[config.mk]
export PLATFORM = sky130hd
export DESIGN_NAME = uhp_port_ctrl
export DESIGN_NICKNAME = d
export VERILOG_FILES = /design/src/core/uhp_pkg.sv /design/src/core/uhp_port_ctrl.sv
export SDC_FILE = /design/constraint.sdc
export NUM_CORES = 2
export LEC_CHECK = 0
export ABC_AREA = 1
export BUFFER_PORTS_ARGS = -buffer_cell sky130_fd_sc_hd__buf_2
export CAP_MARGIN = 20
export CORE_AREA = 2 2 370 372
export DETAILED_ROUTE_END_ITERATION = 16
export DIE_AREA = 0 0 372 374
export PLACE_DENSITY_LB_ADDON = 0.3
export SYNTH_ARGS = -nofsm -noshare
export SYNTH_HDL_FRONTEND = slang
export SYNTH_SLANG_ARGS = --single-unit
[constraint.sdc]
create_clock -name clk -period 3.6 [get_ports clk]
set_input_delay 1.08 -clock clk [delete_from_list [all_inputs] [get_ports clk]]
set_output_delay 1.08 -clock clk [all_outputs]
set_load 0.05 [all_outputs]
[src/core/uhp_pkg.sv]
package uhp_pkg;

	// ----------------------------------------------------------------
	// Sizes
	// ----------------------------------------------------------------
	localparam int NCH = 4;
	localparam int NTMR = 9;
	localparam int NPTR = 4;
	localparam int NAPP = 4;
	localparam int PAD_DEPTH = 64;
	localparam int PAD_AW = 6;
	localparam int APB_AW = 8;
	localparam int CNT_W = 24;
	localparam int TMR_DLY_W = 24;
	localparam int IRQ_W = 13;
	localparam int ILIM_W = 8;

	// ----------------------------------------------------------------
	// Register byte offsets
	// ----------------------------------------------------------------
	localparam logic [7:0] A_CMD = 8'h00;
	localparam logic [7:0] A_HUBMODE = 8'h04;
	localparam logic [7:0] A_UPMODE = 8'h08;
	localparam logic [7:0] A_UPSTATE = 8'h0C;
	localparam logic [7:0] A_ERRBANK = 8'h10;
	localparam logic [7:0] A_ERRSTAT = 8'h14;
	localparam logic [7:0] A_ILIMIT = 8'h18;
	localparam logic [7:0] A_IRQSTAT = 8'h1C;
	localparam logic [7:0] A_IRQCLR = 8'h20;
	localparam logic [7:0] A_IRQEN = 8'h24;
	localparam logic [7:0] A_PSTATE = 8'h30;
	localparam logic [7:0] A_TMR = 8'h40;
	localparam logic [7:0] A_PTR = 8'h70;
	localparam logic [7:0] A_PDATA = 8'h80;
	localparam logic [7:0] A_APP = 8'h90;

	// ----------------------------------------------------------------
	// Field positions
	// ----------------------------------------------------------------
	localparam int CMD_CH_LSB = 0;
	localparam int CMD_OP_LSB = 2;
	localparam int HM_STRIDE = 2;
	localparam int HM_DATA = 0;
	localparam int HM_VBUS = 1;
	localparam int PS_VBUS = 0;
	localparam int PS_DATA = 1;
	localparam int PS_ERR = 19;
	localparam int PS_BOOST = 20;
	localparam int ERR_STRIDE = 8;
	localparam int ERR_OC = 0;
	localparam int ERR_BD = 1;
	localparam int ERR_PF = 2;
	localparam int ERR_DC = 3;
	localparam int TMR_ONESHOT = 31;
	localparam int TMR_RUN = 30;
	localparam int PTR_FIXED = 8;
	localparam int IRQ_TMR_LSB = 4;
	localparam logic [7:0] ERR_BANK0 = 8'h00;

	// ----------------------------------------------------------------
	// Timing
	// ----------------------------------------------------------------
	localparam int unsigned CLK_KHZ = 40000;
	localparam int unsigned BACKDRIVE_MS = 5;
	localparam int unsigned DISCHARGE_MS = 200;
	localparam int unsigned BACKDRIVE_CYC = BACKDRIVE_MS * CLK_KHZ;
	localparam int unsigned DISCHARGE_CYC = DISCHARGE_MS * CLK_KHZ;

	// ----------------------------------------------------------------
	// Types
	// ----------------------------------------------------------------
	typedef enum logic [1:0] {
		UP_EDGE = 2'h0,
		UP_MINIB = 2'h1,
		UP_AUTO = 2'h2
	} uhp_upmode_t;

	typedef enum logic [2:0] {
		OP_PWR_ON = 3'h0,
		OP_PWR_OFF = 3'h1,
		OP_DATA_ON = 3'h2,
		OP_DATA_OFF = 3'h3,
		OP_PORT_ON = 3'h4,
		OP_PORT_OFF = 3'h5,
		OP_CLR_ERR = 3'h6
	} uhp_op_t;

	typedef struct packed {
		logic [NCH-1:0] vbusHigh;
		logic [NCH-1:0] vbusLow;
		logic [NCH-1:0] powerFail;
		logic [NCH-1:0] boostOn;
		logic miniBVbus;
	} uhp_pins_t;

endpackage : uhp_pkg

[src/core/uhp_port_ctrl.sv]
`timescale 1ns/1ps

module uhp_port_ctrl
	import uhp_pkg::*;
#(
	parameter int unsigned BD_CYCLES = BACKDRIVE_CYC,
	parameter int unsigned DC_CYCLES = DISCHARGE_CYC
)
(
	// Clock and reset.
	input wire logic clk,
	input wire logic rst,
	// APB slave.
	input wire logic psel,
	input wire logic penable,
	input wire logic pwrite,
	input wire logic [APB_AW-1:0] paddr,
	input wire logic [31:0] pwdata,
	output logic [31:0] prdata,
	output logic pready,
	output logic pslverr,
	// Port sense pins and current readings.
	input wire uhp_pins_t pins,
	input wire logic [NCH-1:0][ILIM_W-1:0] portCurrent,
	// Port switches.
	output logic [NCH-1:0] vbusEnable,
	output logic [NCH-1:0] dataEnable,
	output logic [NCH-1:0] dischargeOn,
	output logic upstreamMiniB,
	// On-device handlers.
	output logic [NTMR-1:0] timerFire,
	output logic [NAPP-1:0] appTrigger,
	output logic [31:0] appParam,
	input wire logic [NAPP-1:0] appDone,
	input wire logic [31:0] appResult,
	// Interrupt.
	output logic irq
);

	// ----------------------------------------------------------------
	// State
	// ----------------------------------------------------------------
	typedef struct packed {
		logic [NCH-1:0] vbusEn;
		logic [NCH-1:0] dataEn;
		uhp_upmode_t upMode;
		logic upMiniB;
		logic [7:0] errBank;
		logic [NCH-1:0][ILIM_W-1:0] iLimit;
		logic [NCH-1:0][3:0] err;
		logic [NCH-1:0][CNT_W-1:0] bdCnt;
		logic [NCH-1:0][CNT_W-1:0] dcCnt;
		logic [NCH-1:0] dcOn;
		logic [IRQ_W-1:0] irqStat;
		logic [IRQ_W-1:0] irqEn;
		logic irq;
		logic [NTMR-1:0][TMR_DLY_W-1:0] tmrCnt;
		logic [NTMR-1:0][TMR_DLY_W-1:0] tmrLoad;
		logic [NTMR-1:0] tmrOneShot;
		logic [NTMR-1:0] tmrRun;
		logic [NTMR-1:0] tmrFire;
		logic [NPTR-1:0][PAD_AW-1:0] ptrOff;
		logic [NPTR-1:0] ptrFixed;
		logic [PAD_DEPTH-1:0][7:0] pad;
		logic [NAPP-1:0][31:0] appVal;
		logic [NAPP-1:0] appGo;
		logic [31:0] appArg;
		uhp_pins_t sync1;
		uhp_pins_t sync2;
		logic pready;
		logic pslverr;
		logic [31:0] prdata;
	} uhp_state_t;

	localparam logic [CNT_W-1:0] BD_LIM = CNT_W'(BD_CYCLES);
	localparam logic [CNT_W-1:0] DC_LIM = CNT_W'(DC_CYCLES);
	localparam logic [CNT_W-1:0] CNT_ONE = CNT_W'(1);
	localparam logic [TMR_DLY_W-1:0] TMR_ONE = TMR_DLY_W'(1);

	uhp_state_t s;
	uhp_state_t next_s;
	logic setup;
	logic wr;
	logic rdAcc;
	logic hit;
	logic [31:0] rd;
	logic [3:0] ix;
	logic [3:0] setErr;
	uhp_op_t op;
	logic [1:0] ch;

	// ----------------------------------------------------------------
	// Helpers
	// ----------------------------------------------------------------

	// True when an aligned address falls in an array of n words.
	function automatic logic inBlk(input logic [7:0] a,
		input logic [7:0] base, input int n);
		logic [7:0] d;
		d = a - base;
		return (a >= base) && (d[7:2] < 6'(n)) && (a[1:0] == 2'h0);
	endfunction : inBlk

	// Word index of an address within an array.
	function automatic logic [3:0] regIdx(input logic [7:0] a,
		input logic [7:0] base);
		logic [7:0] d;
		d = a - base;
		return d[5:2];
	endfunction : regIdx

	// ----------------------------------------------------------------
	// Next state
	// ----------------------------------------------------------------

	// Computes the whole next state: bus, timers, flags and interrupt.
	always_comb
	begin
		next_s = s;
		rd = '0;
		hit = 1'b0;
		ix = '0;
		setErr = '0;
		op = uhp_op_t'(pwdata[CMD_OP_LSB +: 3]);
		ch = pwdata[CMD_CH_LSB +: 2];
		setup = psel & ~penable;
		wr = psel & penable & s.pready & pwrite;
		rdAcc = psel & penable & s.pready & ~pwrite;

		// Pin synchroniser, second stage only is read.
		next_s.sync1 = pins;
		next_s.sync2 = s.sync1;

		// Read decode in the setup cycle, answer in the first access.
		if (paddr == A_CMD || paddr == A_IRQCLR)
		begin
			hit = 1'b1;
		end
		else if (paddr == A_HUBMODE)
		begin
			hit = 1'b1;
			for (int c = 0; c < NCH; c++)
			begin
				rd[HM_STRIDE*c+HM_DATA] = s.dataEn[c];
				rd[HM_STRIDE*c+HM_VBUS] = s.vbusEn[c];
			end
		end
		else if (paddr == A_UPMODE)
		begin
			hit = 1'b1;
			rd[1:0] = s.upMode;
		end
		else if (paddr == A_UPSTATE)
		begin
			hit = 1'b1;
			rd[0] = s.upMiniB;
		end
		else if (paddr == A_ERRBANK)
		begin
			hit = 1'b1;
			rd[7:0] = s.errBank;
		end
		else if (paddr == A_ERRSTAT)
		begin
			hit = 1'b1;
			if (s.errBank == ERR_BANK0)
			begin
				for (int c = 0; c < NCH; c++)
				begin
					rd[ERR_STRIDE*c +: 4] = s.err[c];
				end
			end
		end
		else if (paddr == A_ILIMIT)
		begin
			hit = 1'b1;
			rd = s.iLimit;
		end
		else if (paddr == A_IRQSTAT)
		begin
			hit = 1'b1;
			rd[IRQ_W-1:0] = s.irqStat;
		end
		else if (paddr == A_IRQEN)
		begin
			hit = 1'b1;
			rd[IRQ_W-1:0] = s.irqEn;
		end
		else if (inBlk(paddr, A_PSTATE, NCH))
		begin
			hit = 1'b1;
			ix = regIdx(paddr, A_PSTATE);
			rd[PS_VBUS] = s.vbusEn[ix[1:0]];
			rd[PS_DATA] = s.dataEn[ix[1:0]];
			rd[PS_ERR] = |s.err[ix[1:0]];
			rd[PS_BOOST] = s.sync2.boostOn[ix[1:0]];
		end
		else if (inBlk(paddr, A_TMR, NTMR))
		begin
			hit = 1'b1;
			ix = regIdx(paddr, A_TMR);
			rd[TMR_DLY_W-1:0] = s.tmrCnt[ix];
			rd[TMR_RUN] = s.tmrRun[ix];
			rd[TMR_ONESHOT] = s.tmrOneShot[ix];
		end
		else if (inBlk(paddr, A_PTR, NPTR))
		begin
			hit = 1'b1;
			ix = regIdx(paddr, A_PTR);
			rd[PAD_AW-1:0] = s.ptrOff[ix[1:0]];
			rd[PTR_FIXED] = s.ptrFixed[ix[1:0]];
		end
		else if (inBlk(paddr, A_PDATA, NPTR))
		begin
			hit = 1'b1;
			ix = regIdx(paddr, A_PDATA);
			rd[7:0] = s.pad[s.ptrOff[ix[1:0]]];
		end
		else if (inBlk(paddr, A_APP, NAPP))
		begin
			hit = 1'b1;
			ix = regIdx(paddr, A_APP);
			rd = s.appVal[ix[1:0]];
		end
		next_s.pready = setup;
		next_s.pslverr = setup & ~hit;
		next_s.prdata = (setup && !pwrite) ? rd : '0;

		next_s.tmrFire = '0;
		for (int t = 0; t < NTMR; t++)
		begin
			if (s.tmrRun[t])
			begin
				if (s.tmrCnt[t] == TMR_ONE)
				begin
					next_s.tmrFire[t] = 1'b1;
					next_s.tmrCnt[t] = s.tmrLoad[t];
					next_s.tmrRun[t] = ~s.tmrOneShot[t];
				end
				else
				begin
					next_s.tmrCnt[t] = s.tmrCnt[t] - TMR_ONE;
				end
			end
		end

		next_s.appGo = '0;
		for (int a = 0; a < NAPP; a++)
		begin
			if (appDone[a])
			begin
				next_s.appVal[a] = appResult;
			end
		end

		// pointer advances after a data read unless it is fixed
		if (rdAcc && inBlk(paddr, A_PDATA, NPTR))
		begin
			ix = regIdx(paddr, A_PDATA);
			if (!s.ptrFixed[ix[1:0]])
			begin
				next_s.ptrOff[ix[1:0]] = s.ptrOff[ix[1:0]] + 1'b1;
			end
		end

		// Register writes; reserved bits are simply not stored.
		// reserved bits dropped
		if (wr)
		begin
			if (paddr == A_CMD)
			begin
				case (op)
					OP_PWR_ON: next_s.vbusEn[ch] = 1'b1;
					OP_PWR_OFF: next_s.vbusEn[ch] = 1'b0;
					OP_DATA_ON: next_s.dataEn[ch] = 1'b1;
					OP_DATA_OFF: next_s.dataEn[ch] = 1'b0;
					OP_PORT_ON:
					begin
						next_s.vbusEn[ch] = 1'b1;
						next_s.dataEn[ch] = 1'b1;
					end
					OP_PORT_OFF:
					begin
						next_s.vbusEn[ch] = 1'b0;
						next_s.dataEn[ch] = 1'b0;
					end
					OP_CLR_ERR: next_s.err[ch] = '0;
					default: next_s.err = s.err;
				endcase
			end
			else if (paddr == A_HUBMODE)
			begin
				for (int c = 0; c < NCH; c++)
				begin
					next_s.dataEn[c] = pwdata[HM_STRIDE*c+HM_DATA];
					next_s.vbusEn[c] = pwdata[HM_STRIDE*c+HM_VBUS];
				end
			end
			else if (paddr == A_UPMODE)
			begin
				if (pwdata[1:0] <= UP_AUTO)
				begin
					next_s.upMode = uhp_upmode_t'(pwdata[1:0]);
				end
			end
			else if (paddr == A_ERRBANK)
			begin
				next_s.errBank = pwdata[7:0];
			end
			else if (paddr == A_ILIMIT)
			begin
				next_s.iLimit = pwdata;
			end
			else if (paddr == A_IRQCLR)
			begin
				next_s.irqStat = s.irqStat & ~pwdata[IRQ_W-1:0];
			end
			else if (paddr == A_IRQEN)
			begin
				next_s.irqEn = pwdata[IRQ_W-1:0];
			end
			else if (inBlk(paddr, A_TMR, NTMR))
			begin
				ix = regIdx(paddr, A_TMR);
				next_s.tmrLoad[ix] = pwdata[TMR_DLY_W-1:0];
				next_s.tmrCnt[ix] = pwdata[TMR_DLY_W-1:0];
				next_s.tmrOneShot[ix] = pwdata[TMR_ONESHOT];
				next_s.tmrRun[ix] = |pwdata[TMR_DLY_W-1:0];
			end
			else if (inBlk(paddr, A_PTR, NPTR))
			begin
				ix = regIdx(paddr, A_PTR);
				next_s.ptrOff[ix[1:0]] = pwdata[PAD_AW-1:0];
				next_s.ptrFixed[ix[1:0]] = pwdata[PTR_FIXED];
			end
			else if (inBlk(paddr, A_PDATA, NPTR))
			begin
				ix = regIdx(paddr, A_PDATA);
				next_s.pad[s.ptrOff[ix[1:0]]] = pwdata[7:0];
				if (!s.ptrFixed[ix[1:0]])
				begin
					next_s.ptrOff[ix[1:0]] = s.ptrOff[ix[1:0]] + 1'b1;
				end
			end
			else if (inBlk(paddr, A_APP, NAPP))
			begin
				ix = regIdx(paddr, A_APP);
				next_s.appGo[ix[1:0]] = 1'b1;
				next_s.appArg = pwdata;
			end
		end

		next_s.upMiniB = (s.upMode == UP_MINIB) ||
			((s.upMode == UP_AUTO) && s.sync2.miniBVbus);

		// Per-channel fault detection; sets win over a clear.
		for (int c = 0; c < NCH; c++)
		begin
			setErr = '0;
			setErr[ERR_OC] = portCurrent[c] > s.iLimit[c];
			if (s.sync2.vbusHigh[c])
			begin
				if (s.bdCnt[c] != BD_LIM)
				begin
					next_s.bdCnt[c] = s.bdCnt[c] + CNT_ONE;
				end
				setErr[ERR_BD] = s.bdCnt[c] == BD_LIM;
			end
			else
			begin
				next_s.bdCnt[c] = '0;
			end
			setErr[ERR_PF] = s.sync2.powerFail[c];
			if (s.vbusEn[c] && !next_s.vbusEn[c])
			begin
				next_s.dcOn[c] = 1'b1;
				next_s.dcCnt[c] = DC_LIM;
			end
			else if (next_s.vbusEn[c])
			begin
				next_s.dcOn[c] = 1'b0;
			end
			else if (s.dcOn[c])
			begin
				next_s.dcCnt[c] = s.dcCnt[c] - CNT_ONE;
				if (s.dcCnt[c] <= CNT_ONE)
				begin
					next_s.dcOn[c] = 1'b0;
					setErr[ERR_PF] = setErr[ERR_PF] | ~s.sync2.vbusLow[c];
				end
			end
			setErr[ERR_DC] = s.dcOn[c];
			next_s.err[c] = next_s.err[c] | setErr;
			if (|(setErr & ~s.err[c]))
			begin
				next_s.irqStat[c] = 1'b1;
			end
		end

		// Timer expiries raise their status bits.
		next_s.irqStat[IRQ_TMR_LSB +: NTMR] =
			next_s.irqStat[IRQ_TMR_LSB +: NTMR] | next_s.tmrFire;
		next_s.irq = |(next_s.irqStat & next_s.irqEn);
	end

	// ----------------------------------------------------------------
	// Registers
	// ----------------------------------------------------------------

	// Registers the state; reset puts automatic upstream mode in place.
	always_ff @(posedge clk)
	begin
		if (rst)
		begin
			s <= '0;
			s.upMode <= UP_AUTO;
		end
		else
		begin
			s <= next_s;
		end
	end

	// Outputs straight from the state flops.
	assign prdata = s.prdata;
	assign pready = s.pready;
	assign pslverr = s.pslverr;
	assign vbusEnable = s.vbusEn;
	assign dataEnable = s.dataEn;
	assign dischargeOn = s.dcOn;
	assign upstreamMiniB = s.upMiniB;
	assign timerFire = s.tmrFire;
	assign appTrigger = s.appGo;
	assign appParam = s.appArg;
	assign irq = s.irq;

endmodule : uhp_port_ctrl

Yosys cells after proc, flatten, opt, wreduce, memory -nomap -nowiden:

Cells that the tools add are included.

* register bits: 1521
* input bits: 130
* output and inout port bits: 93

* equal/unequal tests: 39
* reduce and logical (&&, ||, !) cells: 78
* order comparisons: 32
* add/sub/neg operators: 23
* mux-type cells: 260
* bitwise operators: 70

Operator list (count)
* $mux W540: 9
* $mux W450: 9
* $mux W512: 2
* $mux W24: 27
* $bwmux W512: 1
* $bwmux W216: 2
* $sub A24 B1 Y24 const B: 13
* $mux W23: 13
* $mux W32: 9
* $eq A24 B1 Y1 const B: 9
* $mux W26: 6
* $mux W1: 103
* $add A24 B1 Y24 const B: 4
* $bmux W24 S4: 1
* $demux W24 S4: 1
* $eq A24 B18 Y1 const B: 4
* $le A24 B1 Y1 const B: 4
* $ne A24 B18 Y1 const B: 4
* $bwmux W24: 3
* $mux W13: 5
* $bmux W32 S2: 1
* $mux W8: 7
* $bmux W8 S6: 1
* $demux W8 S6: 1
* 81 further kinds: 263

Logic depth before layout (Yosys ltp):

* depth in word-level cells: 23
* gate-level depth with buffers: 25
* depth with buffers taken out: 22

Worst setup path before layout:

Ideal clock, no wire load.

* kind: in2reg
* start: input paddr[3]
* end: register s[770] (netlist name)
* cell stages on the path: 15
* required time: 3514 ps
* setup slack: 242 ps
* arrival time: 3273 ps
* path buffers: 4
* cell sequence: buf_4 > inv_4 > nand2_2 > nand2_1 > buf_2 > buf_4 > buf_2 > ha_1 > nand2_1 > nor2_1 > xor2_1 > o21ai_0 > a21oi_1 > nor3_1 > a211oi_1

* cells in the longest elaborated chain, start to end: 21
* elaborated cells on any way between the ends: 55
* those cells by class: 4 x add/sub; 10 x order compare; 6 x eq/ne; 25 x mux; 10 x reduce/logical

RTL lines
* start: declaration: line uhp_port_ctrl.sv:17 `input wire logic [APB_AW-1:0] paddr,`
* parallel branches: the longest is 20 deep, another holds $sub A8 B8 Y8
* $mux W540 *: line uhp_port_ctrl.sv:268 `if (wr)`
* end signal: assignment: line uhp_port_ctrl.sv:420 `s <= next_s;`
* end: declaration: line uhp_port_ctrl.sv:80 `uhp_state_t s;`

Mark *: on every way between the ends. The select of a mux whose other input is x is not followed.
A chain may end at the register's enable or synchronous reset.

Final worst setup path:

* start: input paddr[2]
* end: register s (netlist bit prdata[0])

* cells in the longest elaborated chain, start to end: 23
* elaborated cells on any way between the ends: 68
* those cells by class: 5 x add/sub; 10 x order compare; 9 x eq/ne; 31 x mux; 13 x reduce/logical

RTL lines
* $sub A8 B8 Y8: line uhp_port_ctrl.sv:108 `d = a - base;`
* $bmux W6 S2 / $lt A6 B3 Y1 (equally long branches): line uhp_port_ctrl.sv:210, uhp_port_ctrl.sv:217, uhp_port_ctrl.sv:101
* $mux W6 (not written as such) / $logic_and A1 B1 Y1 (equally long branches): line uhp_port_ctrl.sv:210, uhp_port_ctrl.sv:217, uhp_port_ctrl.sv:101
* $bmux W8 S6 / $logic_and A1 B1 Y1 (equally long branches): line uhp_port_ctrl.sv:217, uhp_port_ctrl.sv:101
* $mux W8 (not written as such) / $mux W32 (equally long branches): line uhp_port_ctrl.sv:217, uhp_port_ctrl.sv:219
* $mux W8: line uhp_port_ctrl.sv:213 `else if (inBlk(paddr, A_PDATA, NPTR))`
* $mux W6: line uhp_port_ctrl.sv:206 `else if (inBlk(paddr, A_PTR, NPTR))`
* $mux W24: line uhp_port_ctrl.sv:198 `else if (inBlk(paddr, A_TMR, NTMR))`
* [7 not listed]
* $mux W32: line uhp_port_ctrl.sv:148 `else if (paddr == A_UPMODE)`
* $mux W32: line uhp_port_ctrl.sv:139 `else if (paddr == A_HUBMODE)`
* $mux W32: line uhp_port_ctrl.sv:135 `if (paddr == A_CMD || paddr == A_IRQCLR)`
* $mux W4: line uhp_port_ctrl.sv:163 `else if (paddr == A_ERRSTAT)`
* $mux W8: line uhp_port_ctrl.sv:158 `else if (paddr == A_ERRBANK)`
* $mux W1: line uhp_port_ctrl.sv:153 `else if (paddr == A_UPSTATE)`
* $mux W2: line uhp_port_ctrl.sv:148
* $mux W8: line uhp_port_ctrl.sv:139

Parallel ways exist; a longest one is shown, timed or not. The select of a mux whose other input is x is not followed.

==> metrics.md <==
| Metric | Value |
|---|---|
| Clock tree buffer depth | 3 |
| Area of the core region | 135000 µm² |
| Reg2Reg Capture Point | prdata[0]$_SDFF_PP0_ |
| DRC marker count from the first detailed-route iteration | 9047 |
| Post-DRT Antenna Nets | 0 |
| All-layer global routing usage | 0.3836 |
| Number of nets in the layout | 10931 |
| Routability congestion estimate from global placement | 1.019 |
| Post-synthesis to final-layout area growth | 17.29% |
| Clock tree skew after final layout | 0.03927 ns |
| FMAX | 287.9 MHz |
| Internal cell power | 28370 µW |
| Fin. Hold Viols | 0 |
| Crit-path most repeated cell | sky130_fd_sc_hd__nand2_1 |
| Die Y | 374 µm |
| Most frequent cell after synthesis | sky130_fd_sc_hd__nor2_1 |
| Most instantiated cells after synthesis | 1651 x sky130_fd_sc_hd__nor2_1, 1521 x sky130_fd_sc_hd__dfxtp_1, 1350 x sky130_fd_sc_hd__nand2_1 |
| Net switching component of the power | 8971 µW |
| Cell taking the most area after synthesis | sky130_fd_sc_hd__dfxtp_1 |
| Worst vdd rail ir drop | 0.0004400 V |
| Synth unique cells | 73 |
| Number of global-route vias before repair | 71524 |
| Average routed wire per standard cell | 21.79 µm |
| Reg-to-reg startpoint | s[760]$_SDFF_PP0_ |
| # placed instances | 12345 |
| Number of antenna violations at the first check in global routing | 26 |
| Share of the clock period used by the worst path | 0.9647 |
| Number of top-level design ports | 223 |
| Share of synthesized flip-flops with an asynchronous set or reset | 0 |
| Critical Path Source Type | input port |
| Cell area after placement | 80650 µm² |
| Post-synth EDFFs | 0 |
| Max-capacitance violation count | 0 |
| Clock network latency to the later pin of the worst-skew pair | 0.81 ns |
| Critical-path top delay cell | sky130_fd_sc_hd__o21ai_0 |
| Kind of end point of the critical path | flop |
| Leak Pwr | 0.03552 µW |
| Max_slew headroom | 0.2931 |
| Root Driver | sky130_fd_sc_hd__clkbuf_16 |
| Final WS setup | 0.1271 ns |
| End of the critical path | prdata[0]$_SDFF_PP0_ |
| Area of the mapped netlist | 73790 µm² |
| Width of the die | 372 µm |
| Setup Viol. Count Final | 0 |
| Design Area, Final | 86550 µm² |
| Wirelength, routed | 276000 µm |
| Average footprint of a synthesized cell | 7.128 µm² |
| Worst setup slack before clock tree synthesis | -0.6357 ns |
| Fillcell total | 11826 |
| DRC Markers | 0 |
| Largest net degree at the start of global routing | 222 |
| Global-route congestion overflow total | 0 |
| Arrival time reported for the critical path endpoint | 4.17 ns |
| H-tree Lvls | 4 |
| Pre-Repair DR Iteration Count | 9 |
| Number of standard cells after synthesis | 10352 |
| Path depth of the worst reg2reg path | 22 |
| Dpl hpwl | 195800 µm |
| Pins Over Slew Limit | 0 |
| Initial Utilization | 0.5468 |
| Biggest area contributors in the synthesized netlist | sky130_fd_sc_hd__dfxtp_1 41%, sky130_fd_sc_hd__nor2_1 8.4%, sky130_fd_sc_hd__o21ai_0 7.1%, sky130_fd_sc_hd__nand2_1 6.9%, sky130_fd_sc_hd__a21oi_1 6.4% |
| Delay of the slowest cell on the worst path | 0.34 ns |
| Required @ worst endpoint | 4.30 ns |
| Share of post-route cells with drive strength above 1 | 0.1313 |
| Area share of the leading cell type in the synthesized netlist | 0.4126 |
| Clock tree from TritonCTS | done |
| Vias per std cell | 6.033 |
| Post-route insts no fill | 12668 |
| Row cnt | 135 |
| Launching instance or port of the critical path | paddr[2] |
| Switch share | 0.2402 |
| Number of buffers created by CTS | 165 |
| Via total after detailed routing | 76427 |
| Setup repair after global routing missed its margin | false |
| CTS clock-pin slew for the worst setup and hold paths | 0.06 ns |
| Portion of total power attributed to sequential cells | 0.456 |
| Count of state elements after synthesis | 1521 |
| Clk network pwr share | 0.487 |
| Critical-path cell list | clkbuf_4, inv_2, nand2_1, nand2_1, nand2_2, nand2_4, inv_4, buf_12, buf_4, nand2_1, nand2_1, nand2_1, nand2_1, o21ai_0, buf_4, nand2_1, nor2_1, nand2_1, nand2_1, nand4_1, nor2_1, nand4_1, nand2_1, a21oi_1 |
| WS Path Type | in2reg |
| Proportion of synthesized chip area in sequential cells | 0.4126 |
| Footprint of the multi-input gates | 36100 µm² |
| Clock sink count | 1521 |
| Total die area | 139100 µm² |
| Comb power frac | 0.057 |
| Slew @ Worst Pin | 1.060 ns |
| Cell Pwr Density | 431.5 nW/µm² |
| Top fanout value on the critical path | 16 |
| Pwr Total | 37340 µW |
| Area taken by flip-flops and latches | 30450 µm² |
| Port bufs | 222 |
| Total number of yosys warnings | 0 |
| Tightest Hold Check Type | reg2reg |
| First-pass GRT wire length | 416900 µm |
| Final min period | 3.473 ns |
| Result of the run | complete, no violations |
| Buffers inserted by post-CTS timing repair | 0 |
| Worst setup slack for register-to-register paths | 0.38 ns |
| Most used flip-flop cell after synthesis | sky130_fd_sc_hd__dfxtp_1 |
| Post-Syn Nets | 10549 |
| Core utilization of the finished layout | 0.6413 |
## layout by cell type, fill, tap and decap left out, types with 33 or more instances in the layout
master | Yosys | final
sky130_fd_sc_hd__o21a_1 | 78 | 78
sky130_fd_sc_hd__nor4_1 | 54 | 54
sky130_fd_sc_hd__a21oi_1 | 948 | 948
sky130_fd_sc_hd__buf_4 | 106 | 604
sky130_fd_sc_hd__clkbuf_8 | 0 | 36
sky130_fd_sc_hd__nand2_1 | 1350 | 1343
sky130_fd_sc_hd__o211ai_1 | 60 | 60
sky130_fd_sc_hd__nor2_2 | 58 | 55
sky130_fd_sc_hd__ha_1 | 67 | 67
sky130_fd_sc_hd__o221ai_1 | 37 | 37
sky130_fd_sc_hd__o21ai_0 | 1046 | 1045
sky130_fd_sc_hd__a221oi_1 | 39 | 39
sky130_fd_sc_hd__xnor2_1 | 33 | 33
sky130_fd_sc_hd__clkbuf_16 | 0 | 167
sky130_fd_sc_hd__nor2_4 | 43 | 49
sky130_fd_sc_hd__nor3_1 | 134 | 133
sky130_fd_sc_hd__nor2_1 | 1651 | 1648
sky130_fd_sc_hd__dfxtp_1 | 1521 | 1521
sky130_fd_sc_hd__nand3b_1 | 36 | 36
sky130_fd_sc_hd__nand3_1 | 223 | 222
sky130_fd_sc_hd__a31oi_1 | 164 | 164
sky130_fd_sc_hd__buf_2 | 111 | 220
sky130_fd_sc_hd__xor2_1 | 78 | 78
sky130_fd_sc_hd__buf_12 | 0 | 109
sky130_fd_sc_hd__o22ai_1 | 119 | 119
sky130_fd_sc_hd__a211oi_1 | 496 | 496
sky130_fd_sc_hd__clkbuf_1 | 466 | 36
sky130_fd_sc_hd__inv_1 | 1036 | 1031
sky130_fd_sc_hd__nand4_1 | 92 | 92
## logic make-up after synthesis
| kind of cell | after synthesis | synth area share |
|---|---|---|
| xor gates and xnor gates | 111 | 0.01317 |
| AOI/OAI and AO/OA | 3124 | 0.2482 |
| buffers and inverters | 1795 | 0.09946 |
| and+or+nand+nor | 3734 | 0.2152 |
| DFF | 1521 | 0.4126 |
| adders and majority gates | 67 | 0.01136 |
## worst max-delay path, delay by kind of cell
kind	cells	cell delay, ns
buffers and inverters	6	0.98
and+or+nand+nor	16	1.66
AOI/OAI and AO/OA	2	0.40
## area by class of cell
class                   instances  area share
diodes                         18   0.0005204
clock buffers                 239     0.05557
clock inverters                63     0.01158
inverters                    1073     0.04683
multi-input cells            7036      0.4171
flip-flops and latches       1521      0.3518
well taps                    1781     0.02575
repair buffers                937     0.09085
## timing repair
action,CTS,global route
hold buffers,0,0
resized for setup,0,3
setup endpoints to repair,0,5
## layer usage
metal / vias to the layer above / part of all wire / GRT usage / wire [µm]
met5: - / 0.00038 / 0 / 106
met4: 16 / 0.070 / 0.2431 / 19450
met3: 979 / 0.10 / 0.08902 / 28630
met2: 4117 / 0.43 / 0.5828 / 119600
met1: 35651 / 0.39 / 0.4886 / 108200
li1: 35664 / - / - / -
## worst min-delay path by stage
| stage | from | endpoint | slack (ns) | cells after the start |
|---|---|---|---|---|
| finish | next_s[40]$_SDFF_PP0_ | s[40]$_SDFF_PP0_ | 0.40 | 2 |
| global route | next_s[40]$_SDFF_PP0_ | s[40]$_SDFF_PP0_ | 0.42 | 2 |
| CTS | next_s[50]$_SDFF_PP0_ | s[50]$_SDFF_PP0_ | 0.40 | 2 |
| detailed placement | next_s[50]$_SDFF_PP0_ | s[50]$_SDFF_PP0_ | 0.39 | 2 |
| global placement | next_s[45]$_SDFF_PP0_ | s[45]$_SDFF_PP0_ | 0.39 | 2 |
| floorplan | next_s[34]$_SDFF_PP0_ | s[34]$_SDFF_PP0_ | 0.39 | 2 |
## power by group through the flow
stage,clock network (µW),registers (µW),logic [µW]
3_5_place_dp,0,17400,2020
5_1_grt,19000,17000,2200
6_report,18200,17000,2120
4_1_cts,18300,17000,2030
3_3_place_gp,0,17400,1990
2_1_floorplan,0,17400,1030
## per-stage QoR
step                      setup TNS (ns)  hold WS (ns)
after floorplan                        0        0.3883
after global placement            -72.79        0.3911
after CTS                              0        0.4030
after detailed placement         -101.22        0.3940
final                                  0        0.4002
after global routing                   0        0.4193
(Power assumes the default switching activity.)
